File: src/design/ufm_params.svh
// Timing counts, field positions and reset values for the receiver.
// Assumes inclusion by bare name from the design files only.
`ifndef UFM_PARAMS_SVH
`define UFM_PARAMS_SVH

// ----------------------------------------
// Oversampling
// ----------------------------------------
`define UFM_LAST_SMP8 4'h7
`define UFM_LAST_SMP16 4'hF
`define UFM_VOTE_FIRST8 4'h2
`define UFM_VOTE_FIRST16 4'h6
`define UFM_IDLE_SHIFT8 4'h3
`define UFM_IDLE_SHIFT16 4'h4

// ----------------------------------------
// Frame layout
// ----------------------------------------
`define UFM_STOP_WL8 4'h9
`define UFM_STOP_WL9 4'hA
`define UFM_ADDR_LSB 0
`define UFM_ADDR_MSB 3
`define UFM_DIV_INT_LSB 4
`define UFM_DIV_INT_MSB 15

// ----------------------------------------
// Reset values
// ----------------------------------------
`define UFM_RST_DATA 9'h000
`define UFM_RST_LINE 1'h1

`endif

File: src/design/ufm_pkg.sv
// Types shared by the receiver design files.
// Assumes nothing beyond a SystemVerilog compiler.
package ufm_pkg;
    typedef enum logic {UFM_ST_IDLE, UFM_ST_FRAME} ufm_state_e;
endpackage

File: src/design/ufm_bit_voter.sv
// Pin synchroniser and three-sample bit judgement.
// Assumes strobes come from logic on the same clock.
`timescale 1ns/1ps
`default_nettype none
`include "ufm_params.svh"
module ufm_bit_voter
    import ufm_pkg::*;
#(
    parameter logic RST_LEVEL = `UFM_RST_LINE
) (
    input wire logic clock,
    input wire logic rstn,
    input wire logic pinIn,
    input wire logic sampleStrobe,
    input wire logic sampleLast,
    input wire logic singleSample,
    output logic pinLevel,
    output logic bitValue,
    output logic bitNoisy,
    output logic bitDone
);
    // ----------------------------------------
    // Synchroniser, change taken when stages two and three agree
    // ----------------------------------------
    logic syncA, syncB, syncC;
    logic [2:0] samples;
    logic next_pinLevel, next_bitValue, next_bitNoisy, next_bitDone;
    logic [2:0] next_samples;
    logic [2:0] votes;

    always_comb begin
        next_pinLevel = (syncB == syncC) ? syncC : pinLevel;
        votes = {samples[1:0], pinLevel};
        next_samples = sampleStrobe ? votes : samples;
        next_bitDone = sampleStrobe & sampleLast;
        next_bitValue = bitValue;
        next_bitNoisy = bitNoisy;
        if (sampleStrobe && sampleLast) begin
            if (singleSample) begin
                // Middle sample only; line assumed clean
                next_bitValue = votes[1];
                next_bitNoisy = 1'h0;
            end else begin
                next_bitValue = (votes[0] & votes[1]) | (votes[1] & votes[2]) |
                    (votes[0] & votes[2]);
                next_bitNoisy = ~((&votes) | ~(|votes));
            end
        end
    end

    always_ff @(posedge clock or negedge rstn) begin
        if (!rstn) begin
            syncA <= RST_LEVEL;
            syncB <= RST_LEVEL;
            syncC <= RST_LEVEL;
            pinLevel <= RST_LEVEL;
            samples <= 3'h7;
            bitValue <= 1'h1;
            bitNoisy <= 1'h0;
            bitDone <= 1'h0;
        end else begin
            syncA <= pinIn;
            syncB <= syncA;
            syncC <= syncB;
            pinLevel <= next_pinLevel;
            samples <= next_samples;
            bitValue <= next_bitValue;
            bitNoisy <= next_bitNoisy;
            bitDone <= next_bitDone;
        end
    end
endmodule
`default_nettype wire

File: src/design/ufm_receiver.sv
// Serial receiver with status flags, flow control and mute mode.
// Assumes software strobes (reads, clears) are one-cycle pulses on this clock.
`timescale 1ns/1ps
`default_nettype none
`include "ufm_params.svh"
module ufm_receiver
    import ufm_pkg::*;
(
    input wire logic clock,
    input wire logic rstn,
    input wire logic rxPin,
    input wire logic clear_to_send_in,
    input wire logic unit_enable,
    input wire logic receiveEnable,
    input wire logic oversample8,
    input wire logic single_sample_mode,
    input wire logic word_length_select,
    input wire logic parity_check_enable,
    input wire logic parityOdd,
    input wire logic wake_method_select,
    input wire logic [3:0] nodeAddress,
    input wire logic [15:0] baudDivider,
    input wire logic rx_dma_enable,
    input wire logic tx_dma_enable,
    input wire logic error_irq_enable,
    input wire logic rx_buf_full_irq_en,
    input wire logic parity_error_irq_en,
    input wire logic transmit_complete_irq_en,
    input wire logic clear_change_irq_en,
    input wire logic request_flow_enable,
    input wire logic clear_flow_enable,
    input wire logic dataRead,
    input wire logic errorClear,
    input wire logic idleClear,
    input wire logic muteSet,
    input wire logic muteClear,
    input wire logic clearChangeClear,
    input wire logic transmitCompleteClear,
    input wire logic tx_buf_empty_flag,
    input wire logic txFrameDone,
    output logic [8:0] rxData,
    output logic rx_buf_full_flag,
    output logic noise_error_flag,
    output logic parity_error_flag,
    output logic framing_error_flag,
    output logic overrun_flag,
    output logic idle_detected_flag,
    output logic mute_request,
    output logic request_to_send_out,
    output logic clear_change_flag,
    output logic transmit_complete_flag,
    output logic txMayStart,
    output logic rxDmaRequest,
    output logic txDmaRequest,
    output logic interruptOut
);
    // ----------------------------------------
    // Bit recovery
    // ----------------------------------------
    logic pinLevel, bitValue, bitNoisy, bitDone;
    logic clearLevel, sampleStrobe, sampleLast;

    ufm_bit_voter rxVoter (
        .clock(clock),
        .rstn(rstn),
        .pinIn(rxPin),
        .sampleStrobe(sampleStrobe),
        .sampleLast(sampleLast),
        .singleSample(single_sample_mode),
        .pinLevel(pinLevel),
        .bitValue(bitValue),
        .bitNoisy(bitNoisy),
        .bitDone(bitDone)
    );

    // Only the synchroniser is used here; no strobes. Resets to the pin's
    // idle low level so release of reset shows no false toggle
    ufm_bit_voter #(.RST_LEVEL(1'h0)) clearVoter (
        .clock(clock),
        .rstn(rstn),
        .pinIn(clear_to_send_in),
        .sampleStrobe(1'h0),
        .sampleLast(1'h0),
        .singleSample(1'h0),
        .pinLevel(clearLevel),
        .bitValue(),
        .bitNoisy(),
        .bitDone()
    );

    // ----------------------------------------
    // Oversampling tick and frame sequencer
    // ----------------------------------------
    ufm_state_e state, next_state;
    logic [11:0] baudCount, next_baudCount, divInt;
    logic [3:0] sampleCount, next_sampleCount, bitIndex, next_bitIndex;
    logic [3:0] lastSample, voteFirst, stopIndex, idleShift;
    logic [7:0] idleCount, next_idleCount, idleLength;
    logic [8:0] word, next_word;
    logic noiseAcc, next_noiseAcc, prevLevel, idleArmed, next_idleArmed;
    logic tick, running, frameDone, idleEvent;

    always_comb begin
        divInt = baudDivider[`UFM_DIV_INT_MSB:`UFM_DIV_INT_LSB];
        // Fraction ignored: worst-case drift of one clock per tick
        tick = (divInt == 12'h000) || (baudCount >= divInt - 12'h001);
        next_baudCount = tick ? 12'h000 : baudCount + 12'h001;
        lastSample = oversample8 ? `UFM_LAST_SMP8 : `UFM_LAST_SMP16;
        voteFirst = oversample8 ? `UFM_VOTE_FIRST8 : `UFM_VOTE_FIRST16;
        idleShift = oversample8 ? `UFM_IDLE_SHIFT8 : `UFM_IDLE_SHIFT16;
        stopIndex = word_length_select ? `UFM_STOP_WL9 : `UFM_STOP_WL8;
        idleLength = 8'({4'h0, stopIndex + 4'h1} << idleShift);
        running = unit_enable & receiveEnable;
        sampleStrobe = (state == UFM_ST_FRAME) && tick && (sampleCount >= voteFirst) &&
            (sampleCount <= voteFirst + 4'h2);
        sampleLast = sampleCount == voteFirst + 4'h2;
        next_state = state;
        next_sampleCount = sampleCount;
        next_bitIndex = bitIndex;
        next_word = word;
        next_noiseAcc = noiseAcc;
        next_idleCount = idleCount;
        next_idleArmed = idleArmed;
        frameDone = 1'h0;
        idleEvent = 1'h0;
        unique case (state)
            UFM_ST_IDLE: begin
                if (!pinLevel) begin
                    next_idleCount = 8'h00;
                end else if (tick && idleCount != idleLength) begin
                    next_idleCount = idleCount + 8'h01;
                end
                if (tick && pinLevel && idleCount == idleLength - 8'h01 && idleArmed) begin
                    idleEvent = 1'h1;
                    next_idleArmed = 1'h0;
                end
                if (running && prevLevel && !pinLevel) begin
                    next_state = UFM_ST_FRAME;
                    next_sampleCount = 4'h0;
                    next_bitIndex = 4'h0;
                    next_noiseAcc = 1'h0;
                    next_word = `UFM_RST_DATA;
                end
            end
            UFM_ST_FRAME: begin
                if (tick) begin
                    next_sampleCount = (sampleCount == lastSample) ? 4'h0 :
                        sampleCount + 4'h1;
                    if (sampleCount == lastSample) begin
                        next_bitIndex = bitIndex + 4'h1;
                    end
                end
                if (bitDone) begin
                    next_noiseAcc = noiseAcc | bitNoisy;
                    if (bitIndex == 4'h0 && bitValue) begin
                        next_state = UFM_ST_IDLE;
                    end else if (bitIndex == stopIndex) begin
                        frameDone = 1'h1;
                        next_state = UFM_ST_IDLE;
                        next_idleArmed = 1'h1;
                        next_idleCount = 8'h00;
                    end else if (bitIndex != 4'h0) begin
                        next_word[bitIndex - 4'h1] = bitValue;
                    end
                end
                if (!running) begin
                    // Frame dropped if the receiver is switched off mid-frame
                    next_state = UFM_ST_IDLE;
                end
            end
        endcase
    end

    always_ff @(posedge clock or negedge rstn) begin
        if (!rstn) begin
            state <= UFM_ST_IDLE;
            baudCount <= 12'h000;
            sampleCount <= 4'h0;
            bitIndex <= 4'h0;
            word <= `UFM_RST_DATA;
            noiseAcc <= 1'h0;
            idleCount <= 8'h00;
            idleArmed <= 1'h0;
            prevLevel <= `UFM_RST_LINE;
        end else begin
            state <= next_state;
            baudCount <= next_baudCount;
            sampleCount <= next_sampleCount;
            bitIndex <= next_bitIndex;
            word <= next_word;
            noiseAcc <= next_noiseAcc;
            idleCount <= next_idleCount;
            idleArmed <= next_idleArmed;
            prevLevel <= pinLevel;
        end
    end

    // ----------------------------------------
    // Frame judgement and status flags
    // ----------------------------------------
    logic topBit, addrFlag, parityBad, addrFrame, addrMatch, accept, store;
    logic next_rxBuf, next_noise, next_parity, next_framing, next_overrun;
    logic next_idleFlag, next_mute, next_clearChange, next_tc, next_irq, prevClear;
    logic [8:0] next_rxData;

    always_comb begin
        topBit = word_length_select ? word[8] : word[7];
        // With parity on, the flag sits just below the parity bit
        addrFlag = parity_check_enable ? (word_length_select ? word[7] : word[6]) :
            topBit;
        parityBad = parity_check_enable &&
            ((word_length_select ? ^word : ^word[7:0]) ^ parityOdd);
        addrFrame = wake_method_select && addrFlag;
        addrMatch = word[`UFM_ADDR_MSB:`UFM_ADDR_LSB] == nodeAddress;
        next_mute = mute_request;
        if (muteSet) begin
            next_mute = 1'h1;
        end
        if (muteClear) begin
            next_mute = 1'h0;
        end
        accept = 1'h0;
        if (frameDone) begin
            if (addrFrame) begin
                accept = addrMatch;
                next_mute = !addrMatch;
            end else begin
                accept = !mute_request;
            end
        end
        if (idleEvent && mute_request && !wake_method_select) begin
            next_mute = 1'h0;
        end
        store = accept && !rx_buf_full_flag;
        next_rxData = store ? word : rxData;
        next_rxBuf = (rx_buf_full_flag && !dataRead) || store;
        // Stop bit noise is still in bitNoisy, not yet in the accumulator
        next_noise = (noise_error_flag && !errorClear) ||
            (store && (noiseAcc || bitNoisy));
        next_parity = (parity_error_flag && !errorClear) || (store && parityBad);
        next_framing = (framing_error_flag && !errorClear) ||
            (store && !bitValue);
        next_overrun = (overrun_flag && !errorClear) ||
            (accept && rx_buf_full_flag);
        next_idleFlag = (idle_detected_flag && !idleClear) ||
            (idleEvent && !mute_request);
        next_clearChange = (clear_change_flag && !clearChangeClear) ||
            (clear_flow_enable && clearLevel != prevClear);
        next_tc = (transmit_complete_flag && !transmitCompleteClear) ||
            (txFrameDone && tx_buf_empty_flag);
        next_irq = (rx_buf_full_irq_en && (next_rxBuf || next_overrun)) ||
            (parity_error_irq_en && next_parity) ||
            (error_irq_enable && rx_dma_enable &&
            (next_noise || next_framing || next_overrun)) ||
            (transmit_complete_irq_en && next_tc) ||
            (clear_change_irq_en && next_clearChange);
    end

    always_ff @(posedge clock or negedge rstn) begin
        if (!rstn) begin
            rxData <= `UFM_RST_DATA;
            rx_buf_full_flag <= 1'h0;
            noise_error_flag <= 1'h0;
            parity_error_flag <= 1'h0;
            framing_error_flag <= 1'h0;
            overrun_flag <= 1'h0;
            idle_detected_flag <= 1'h0;
            mute_request <= 1'h0;
            request_to_send_out <= 1'h0;
            clear_change_flag <= 1'h0;
            transmit_complete_flag <= 1'h0;
            txMayStart <= 1'h0;
            rxDmaRequest <= 1'h0;
            txDmaRequest <= 1'h0;
            interruptOut <= 1'h0;
            prevClear <= 1'h0;
        end else begin
            rxData <= next_rxData;
            rx_buf_full_flag <= next_rxBuf;
            noise_error_flag <= next_noise;
            parity_error_flag <= next_parity;
            framing_error_flag <= next_framing;
            overrun_flag <= next_overrun;
            idle_detected_flag <= next_idleFlag;
            mute_request <= next_mute;
            request_to_send_out <= request_flow_enable && next_rxBuf;
            clear_change_flag <= next_clearChange;
            transmit_complete_flag <= next_tc;
            // Transmitter checks this only at frame start, so a rise mid-frame
            // lets that frame finish
            txMayStart <= !clear_flow_enable || !clearLevel;
            rxDmaRequest <= rx_dma_enable && next_rxBuf;
            txDmaRequest <= tx_dma_enable && tx_buf_empty_flag;
            interruptOut <= next_irq;
            prevClear <= clearLevel;
        end
    end
endmodule
`default_nettype wire

File: config.mk
export PLATFORM = sky130hd
export DESIGN_NAME = ufm_receiver
export DESIGN_NICKNAME = d
export VERILOG_FILES = /design/src/design/ufm_pkg.sv /design/src/design/ufm_bit_voter.sv /design/src/design/ufm_receiver.sv
export VERILOG_INCLUDE_DIRS = /design/src /design/src/design
export SDC_FILE = /design/constraint.sdc
export NUM_CORES = 1
export LEC_CHECK = 0
export BUFFER_PORTS_ARGS = -buffer_cell sky130_fd_sc_hd__clkbuf_2
export CAP_MARGIN = 40
export CORE_UTILIZATION = 45
export DETAILED_ROUTE_END_ITERATION = 7
export GPL_TIMING_DRIVEN = 0
export PLACE_DENSITY = 0.74
export SYNTH_ARGS = -nofsm -noshare
export SYNTH_HDL_FRONTEND = slang
export SYNTH_SLANG_ARGS = --single-unit
File: constraint.sdc
create_clock -name clock -period 2.96 [get_ports clock]
set_input_delay 0.592 -clock clock [delete_from_list [all_inputs] [get_ports clock]]
set_output_delay 0.592 -clock clock [all_outputs]
set_load 0.02 [all_outputs]
=== Word-level counts from Yosys, hierarchy flattened ===
Index checks and enable logic that the tools add are counted.

* Register bits: 78
* Output and inout port bits: 23

* Add/sub/neg operators: 9
* $lt $le $gt $ge: 5
* Equality and inequality tests: 19
* Shift operators: 1
* Muxes and demuxes: 60
* Bitwise logic cells: 13
* Reduce and logical (&&, ||, !) cells: 85

{| class="wikitable"
|+ Operators by type and width
! cell !! count
|-
| 9-bit 2-to-1 mux || 5
|-
| 1-bit logical AND || 41
|-
| 8-bit 2-to-1 mux || 5
|-
| 1-bit 2-to-1 mux || 31
|-
| 4-bit 2-to-1 mux || 6
|-
| 1-bit logical OR || 18
|-
| 9-bit one-hot mux with 2 select lines || 1
|-
| 4-bit equality test || 4
|-
| 4-bit one-hot mux with 2 select lines || 2
|-
| 8-bit one-hot mux with 2 select lines || 1
|-
| 1-bit zero test || 13
|-
| 12-bit by 1-bit adder with 12-bit output (second input constant) || 1
|-
| 4-bit by 1-bit adder with 4-bit output (second input constant) || 3
|-
| 12-bit >= comparator || 1
|-
| 12-bit zero test || 1
|-
| 12-bit 2-to-1 mux || 1
|-
| 12-bit by 1-bit subtractor with 12-bit output (second input constant) || 1
|-
| 2-bit by 1-bit inequality test with 1-bit output (second input constant) || 5
|-
| 9-bit bitwise mux || 1
|-
| 9-bit XOR reduction || 1
|-
| 8-bit by 1-bit adder with 8-bit output (second input constant) || 1
|-
| 8-bit equality test || 1
|-
| 2-bit inequality test (second input constant) || 4
|-
| 8-bit inequality test || 1
|-
| other kinds (27) || 43
|}

=== Logic depth before layout (Yosys ltp) ===
Gate-level depths: netlist of run 1.

* Depth in word-level cells: 16
* Gate-level depth with buffers: 13

=== Hierarchy ===
From an unflattened synthesis of run 1, not the netlist that was laid out.

* Cells, all modules: 503
* Area, all modules: 4868.4 um^2

{| class="wikitable"
|+ By module, submodules not included
! module !! instances !! cells an instance !! area each (um^2) !! seq. area each (um^2)
|-
| ufm_receiver || 1 || 457 || 4200.3 || 1627.8
|-
| ufm_bit_voter at rxVoter || 1 || 23 || 336.6 || 234.0
|-
| ufm_bit_voter at clearVoter || 1 || 23 || 331.6 || 229.0
|}

=== Least setup slack after synthesis of run 1 ===
OpenSTA, ideal clock, no wires.

* Kind: input -> register
* Start: in baudDivider[6]
* End: reg bitIndex[0]
* Setup time: 125 ps
* Arrival time: 3031 ps
* Data required time: 2835 ps
* Slack: -196 ps
* Stages: 12
* Cells stage by stage: nor4_1 -> nand2_1 -> nor2_1 -> xnor2_1 -> ha_1 -> a21o_1 -> a21oi_1 -> o31ai_4 -> a211oi_2 -> buf_2 -> nor2_1 -> mux2_2

* Cells in the longest elaborated chain, start to end: 5

{| class="wikitable"
|+ Ends and longest elaborated chain
! what !! RTL line !! RTL
|-
| start, declared || ufm_receiver.sv:22 || <nowiki>input wire logic [15:0] baudDivider,</nowiki>
|-
| 12-bit by 1-bit subtractor with 12-bit output || ufm_receiver.sv:106 || <nowiki>tick = (divInt == 12'h000) || (baudCount >= divInt - 12'h001);</nowiki>
|-
| 12-bit >= comparator || ufm_receiver.sv:106 ||
|-
| 1-bit logical OR * || ufm_receiver.sv:106 ||
|-
| 2-bit by 1-bit inequality test with 1-bit output (no line) * || -- ||
|-
| 3-bit AND reduction (no line) * || -- ||
|-
| end signal, assigned || ufm_receiver.sv:189 || <nowiki>bitIndex <= next_bitIndex;</nowiki>
|-
| end, declared || ufm_receiver.sv:96 || <nowiki>logic [3:0] sampleCount, next_sampleCount, bitIndex, next_bitIndex;</nowiki>
|}

Every way passes the cells marked *; elsewhere a longest branch is shown, timed or not.
A chain may end at the register's enable or synchronous reset.

=== Final worst setup path of run 1 ===
* Start: in baudDivider[9]
* End: reg idleCount[7]

* Cells in the longest elaborated chain, start to end: 6

{| class="wikitable"
|+ Ends and longest elaborated chain
! what !! RTL line !! RTL
|-
| 12-bit by 1-bit subtractor with 12-bit output || ufm_receiver.sv:106 ||
|-
| 12-bit >= comparator || ufm_receiver.sv:106 ||
|-
| 1-bit logical OR * || ufm_receiver.sv:106 ||
|-
| 1-bit logical AND * || ufm_receiver.sv:130 || <nowiki>end else if (tick && idleCount != idleLength) begin</nowiki>
|-
| 3-bit inequality test (no line) * || -- ||
|-
| 4-bit AND reduction (no line) * || -- ||
|-
| end signal, assigned || ufm_receiver.sv:192 || <nowiki>idleCount <= next_idleCount;</nowiki>
|-
| end, declared || ufm_receiver.sv:98 || <nowiki>logic [7:0] idleCount, next_idleCount, idleLength;</nowiki>
|}

Marks and branches as above.

==> summary.txt, run 1 <==
Synth
  • Synth area leaders: dfrtp_1 (38%), ha_1 (8.2%), xnor2_1 (4.8%)
  • Mapped Avg Cell Area: 9.69 um2
  • Post-synth EDFFs: 0
  • Synthesized area: approximately 4600 um2
  • Top FF cell, synth: dfrtp_1
  • #FFs+latches synth: just under 80
  • FFs w/ async S/R, synth: 1.00
  • Synth warn: 0
  • Syn Nets: roughly 550
  • Post-Syn Instances: 474
  • Yosys cell types: 59
  • Yosys top cell by area: dfrtp_1
  • Sequential-to-total area share from yosys stat: 0.427
  • Top cell type's share of synthesized area: 0.381

STA
  • Clock Skews: 8.69 ps
  • Shortest period the worst path allows: approximately 3000 ps
  • Slew headroom: 0.399
  • Fin. max-slew vios: 0
  • Setup_tns: 0 ps
  • FMAX: 0.339 GHz
  • Hold Vio Cnt, Final: 0
  • Period Utilization, post-route: 0.996
  • Slew @ Worst Pin: 893 ps
  • Setup Viol. Count Final: 0
  • Unrepaired setup endpoints after global routing: true

Global routing
  • Vias in the first global route: 3545
  • Total gr overflow: 0
  • First-pass GRT wire length: 16.1 mm
  • Initial antenna violation count: 0
  • Largest net degree at the start of global routing: 48
  • Overall Global Routing Usage: 0.199

Layout
  • Final Util: 0.565
  • Layout cells sized above 1: 0.253
  • # nets final: approximately 640
  • N_diodes: 0
  • Area Overhead vs Synth: 20.7%

Floorplan
  • Die area: 10600 um2
  • Initial core utilization: 0.468
  • Die width: a little over 100 um
  • Site Rows: 36
  • IO Pins: 73
  • Placeable Area: 9820 um2
  • Die height: 103 um

CTS
  • CTS tree: built
  • Root buffer cell: clkbuf_8
  • Clk sink count: 78
  • Clock Latency Late Sink: 370 ps
  • CTS Buf Count: 9
  • Hold Buf Count CTS: 0
  • Htree depth: 3
  • CTS Buffer Depth: 2
  • Clock transition at path regs: 80 ps

Placement
  • Post-DP HPWL: 7.69 mm
  • IO buf count: 68
  • Routability cong.: 0.840

Route
  • Detail Route Antenna Nets: 0
  • Drc violations: 0
  • DRT iter0 DRCs: 176
  • Routed wire length: between 10 and 15 mm
  • DR pass1 iterations: 5
  • Routed WL per cell: around 15 um
  • Drt via density: 5.51
  • Via Count: 3867

Worst setup path
  • CP Class: input port to flop
  • Critical Path RT: 3220 ps
  • CP startpoint: baudDivider[9]
  • Data arrival time of the critical path: 3200 ps
  • Critical path capture point type: flop
  • CP max FO: 5
  • CP startpoint kind: input port
  • R2r startpoint: bitIndex[1]$_DFFE_PN0P_

Pwr
  • VDD IR max: ~0.00036 V
  • Pleak: 0.00262 uW
  • PwrDens: approximately 460 nW/um2
  • PnR Total Power: 2570 uW

Worst hold path
  • Worst Hold Class: input port to asynchronous set/reset pin

Run
  • Max_cap viols: 0

Run status
  • Status: finished clean
==> worst paths after layout <==
check | endpoint | slack (ps) | depth (start not counted)
setup reg to reg | word[8]$_DFFE_PN0P_ | 400 | 9
setup / recovery | idleCount[7]$_DFFE_PN0P_ | 10 | 13
min in group clock | rxVoter.syncA$_DFF_PN1_ | 300 | 1
hold / removal | bitIndex[3]$_DFFE_PN0P_ | 200 | 1
hold reg to reg | rxVoter.syncB$_DFF_PN1_ | 360 | 0
max in group asynchronous | overrun_flag$_DFF_PN0_ | 2180 | 2
==> report_power, final <==
group	leakage [uW]	internal [uW]	switching [uW]
logic	0.00150	225	296
registers	0.00103	1150	97.8
clock network	0.0000931	395	411
==> logic make-up (layout without fill, tap and decap cells) <==
| group | Yosys count | count (layout) | synth area share |
|---|---|---|---|
| AND/OR/NAND/NOR | 172 | 172 | 0.187 |
| AO/OA/AOI/OAI | 89 | 90 | 0.133 |
| flip-flops | 78 | 78 | 0.427 |
| XOR/XNOR | 41 | 41 | 0.0782 |
| buffers and inverters | 38 | 132 | 0.0319 |
| adder cells (fa/ha/maj) | 32 | 32 | 0.0861 |
| multiplexers | 24 | 24 | 0.0564 |
==> through the flow <==
step,setup WS [ps],cell area (um2),hold WS (ps),cells
final,12.9,5540,199,702
after global routing,-81.1,5540,218,702
after CTS,7.34,5430,202,693
after detailed placement,-514,5210,348,676
after global placement,-450,5180,334,675
after floorplan,-21.2,4670,296,474
==> cell usage after synthesis (all sizes together) (4+ instances only) <==
cell type and number:
a21oi 22, a22o 4, and2 4, and3 11, buf 4, clkbuf 9
dfrtp 70, dfstp 8, ha 30, inv 25, mux2 15, mux2i 9
nand2 49, nand2b 5, nand3 18, nand3b 5, nand4 14, nor2 37
nor2b 6, nor3 7, nor3b 4, nor4 4, o21ai 20, o22ai 5
o31ai 4, or4 4, xnor2 25, xor2 16
==> area by class of cell <==
| type | count | area, um2 |
|---|---|---|
| Buffer | 13 | 58.8 |
| Clock buffer | 10 | 128 |
| Clock inverter | 6 | 71.3 |
| Fill cell | 867 | 4280 |
| Inverter | 25 | 93.8 |
| Multi-Input combinational cell | 359 | 2610 |
| Sequential cell | 78 | 1960 |
| Tap cell | 133 | 166 |
| Timing Repair Buffer | 78 | 452 |
==> registers in the layout (all words and copies together) (netlist names), 2 cells and up <==
name	cells
rxVoter.samples	2
word	9
sampleCount	4
baudCount	12
bitIndex	4
rxData	9
idleCount	8
==> critical path: stages <==
cell and delay, ps:
buf_8 100, nor4_4 330, nand2_2 130, nor3_2 160, xnor2_1 100, ha_1 330, nand3_2 140, a2bb2oi_2 160
a21oi_2 250, a211oi_4 110, buf_4 190, o311a_1 340, a211o_1 260
==> timing repair <==
item,CTS,global route
gates cloned,0,2
gates resized for setup,1,14
pin swaps,2,6
setup buffers,1,7
setup endpoints to repair,8,15
==> routing by layer <==
layer	global-route usage	part of all wire	up-vias
met5	0	0	-
met4	0.0650	0.013	0
met3	0.0576	0.051	11
met2	0.338	0.51	91
met1	0.243	0.43	1893
li1	-	-	1872
==> cells in the final DEF, fill, tap and decap left out, types with 6 or more instances in the layout <==
| master | instances |
|---|---|
| dfrtp_1 | 70 |
| dfstp_2 | 8 |
| clkbuf_2 | 66 |
| and3_1 | 11 |
| nor2b_1 | 6 |
| xor2_1 | 16 |
| nand3_1 | 16 |
| nand2_1 | 47 |
| o21ai_0 | 18 |
| xnor2_1 | 25 |
| nand4_1 | 14 |
| clkbuf_1 | 9 |
| a21oi_1 | 20 |
| inv_1 | 25 |
| mux2_2 | 14 |
| nor2_1 | 36 |
| buf_4 | 8 |
| mux2i_1 | 9 |
| ha_1 | 30 |
| clkbuf_8 | 9 |
Power figures use the tool's default switching activity.
==> run 2, diff against run 1 <==
- PLACE_DENSITY: 0.74 -> 0.73
- SYNTH_HIERARCHICAL: default -> 1
==> run 2 against run 1 <==
Effect of this change: register-to-register slack worse by 30 ps; global-route usage hardly changed; clock power rose by 22%; flip-flop and latch count is the same; clock skew down 0.67 ps; design area rose by 1.5%; die area up 1.1%; first-iteration DRC count up 13%; critical path depth increased by 1; critical endpoint is now rxVoter/samples[1]$_DFFE_PN1P_; largest cell class unchanged.
==> summary.txt, run 2 <==
Global routing
  • First-pass GRT wire length: 17.4 mm (+8.1%)
  • Initial antenna violation count: 0 (unchanged)
  • Overall Global Routing Usage: 0.199 (+0.000202)
  • Vias in the first global route: 3741 (+5.5%)
  • Largest net degree at the start of global routing: 50 (+4.2%)
  • Total gr overflow: 0 (unchanged)

Route
  • Detail Route Antenna Nets: 0 (unchanged)
  • Routed WL per cell: 14.6 um (-2.6%)
  • Drt via density: 5.53 (+0.36%)
  • DRT iter0 DRCs: 198 (+13%)
  • DR pass1 iterations: 4 (-1)
  • Drc violations: 0 (unchanged)
  • Routed wire length: 10.4 mm (-1.5%)
  • Via Count: 3925 (+1.5%)

CTS
  • Clk sink count: 78 (unchanged)
  • CTS Buffer Depth: 2 (unchanged)
  • Htree depth: 3 (unchanged)
  • CTS Buf Count: 9 (unchanged)
  • Root buffer cell: clkbuf_8
  • Clock transition at path regs: 80 ps (about the same)
  • Clock Latency Late Sink: 350 ps (-20 ps)
  • CTS tree: built

Floorplan
  • IO Pins: 73 (unchanged)
  • Die height: 104 um (+0.55%)
  • Site Rows: 36 (unchanged)
  • Die area: 10700 um2 (+1.1%)
  • Die width: 104 um (+0.55%)
  • Placeable Area: 9910 um2 (+0.92%)
  • Initial core utilization: 0.469 (+0.000926)

STA
  • Clock Skews: 8.01 ps (-0.674 ps)
  • Hold Vio Cnt, Final: 0 (unchanged)
  • Slew @ Worst Pin: 973 ps (+79.3 ps)
  • Shortest period the worst path allows: 2900 ps (-43.6 ps)
  • FMAX: 0.344 GHz (+1.5%)
  • Fin. max-slew vios: 0 (unchanged)
  • Unrepaired setup endpoints after global routing: true
  • Period Utilization, post-route: 0.981 (-0.0147)
  • Slew headroom: 0.346 (-0.0533)
  • Setup Viol. Count Final: 0 (unchanged)

Worst setup path
  • Critical Path RT: 3240 ps (+20 ps)
  • CP max FO: 3 (-2)
  • Worst Path Buf+Inv: 3 (+1)
  • Crit path cell chain: buf_6 > or4_4 > nor3_4 > xnor2_1 > ha_1 > nand2_1 > o21ai_2 > a41oi_2 > o21ai_2 > buf_6 > nand2_8 > nor3_4 > buf_4 > mux2_2
  • CP top delay family: simple AND/OR/NAND/NOR gates
  • Crit-path slowest cell: or4_4
  • CP startpoint kind: input port
  • Data arrival time of the critical path: 3180 ps (-20 ps)
  • Max incr delay on CP: 560 ps (+220 ps)
  • CP Class: input port to flop
  • Critical path capture point type: flop

Layout
  • Largest register FFs: 12 (unchanged)
  • Most frequent cells in the layout: dfrtp_1 (70), clkbuf_2 (65), nand2_1 (47), nor2_1 (31), ha_1 (31)
  • Top flop regs: baudCount x12, rxData x9, word x9
  • Area Overhead vs Synth: 21.2%
  • Commonest non-fill, non-tap cell in the layout: dfrtp_1
  • Layout cells sized above 1: 0.250 (-0.00351)
  • # nets final: 653 (+1.4%)
  • Layout Cells excl Fill: 710 (+1.1%)
  • Register bank with the most flops: baudCount
  • N_diodes: 0 (unchanged)

Pwr
  • VDD IR max: 0.000311 V (-13%)
  • PwrDens: 492 nW/um2 (+6.1%)
  • Pleak: 0.00269 uW (+2.7%)
  • PnR Total Power: 2770 uW (+7.6%)

Synth
  • Syn Nets: 565 (+2.0%)
  • Synth warn: 6 (+6)
  • Mapped Avg Cell Area: 9.59 um2 (-0.97%)
  • Synthesized area: 4640 um2 (+1.1%)
  • Post-Syn Instances: 484 (+2.1%)

Worst hold path
  • Worst Hold Class: input port to asynchronous set/reset pin

Placement
  • IO buf count: 68 (unchanged)
  • Placed Cells: 686 (+1.5%)
  • Routability cong.: 0.871 (+3.7%)
  • Post-DP HPWL: 7.59 mm (-1.4%)

Run
  • Max_cap viols: 0 (unchanged)

Run status
  • Status: finished clean
run 2: worst paths after layout:
kind / from / end / slack, ps / cells after the start
max in group asynchronous: rstn / rxDmaRequest$_DFF_PN0_ / 2180 / 2
worst min-delay path: rstn / rxData[4]$_DFFE_PN0P_ / 200 / 1
worst max register to register: bitIndex[0]$_DFFE_PN0P_ / word[8]$_DFFE_PN0P_ / 370 / 9
worst max-delay path: baudDivider[13] / rxVoter/samples[1]$_DFFE_PN1P_ / 60 / 14
min in group clock: rxPin / rxVoter/syncA$_DFF_PN1_ / 320 / 1
worst min register to register: rxVoter/syncA$_DFF_PN1_ / rxVoter/syncB$_DFF_PN1_ / 360 / 0
run 2: through the flow:
stage	hold WS, ps	area [um2]	setup WS [ps]	TNS [ps]	utilization
2_1_floorplan	296	4690	-72.3	-72.3	-
3_3_place_gp	335	5200	-515	-4890	0.524
3_5_place_dp	346	5230	-600	-8890	0.527
4_1_cts	201	5520	2.83	0	0.557
5_1_grt	232	5630	-55.2	-231	0.568
6_report	200	5630	56.5	0	0.568
run 2: final cells by class:
class,instances,area [um2]
timing repair buffer,77,447
inverter,27,101
buffer,16,77.6
multi-input combinational,363,2620
tap,133,166
fill,829,4280
clock inverter,5,106
sequential,78,1960
clock buffer,11,141
run 2: worst reg2reg max path, delay by kind of cell (launching register included):
kind                       cells  cell delay [ps]
muxes                          1              310
DFF                            1              520
AOI/OAI and AO/OA              2              560
and+or+nand+nor                3              440
buffers and inverters          2              370
adders and majority gates      1              280
run 2: routing by layer:
metal  GRT usage  routed length, um  up-vias
met4      0.0694                119        0
met5           0                  0        -
li1            -                  -     1921
met3      0.0277                502       11
met1       0.262               4690     1881
met2       0.336               5040      112
run 2: where the power goes:
| group | switching [uW] | leakage, uW | internal, uW |
|---|---|---|---|
| logic | 314 | 0.00155 | 236 |
| registers | 87.3 | 0.00103 | 1150 |
| clock network | 394 | 0.000120 | 587 |
run 2: timing repair:
action,4_1_cts,5_1_grt
buffers inserted,3,5
pin swaps,2,14
hold buffers,0,0
endpoints found under the setup margin,4,30
gates resized for setup,3,19
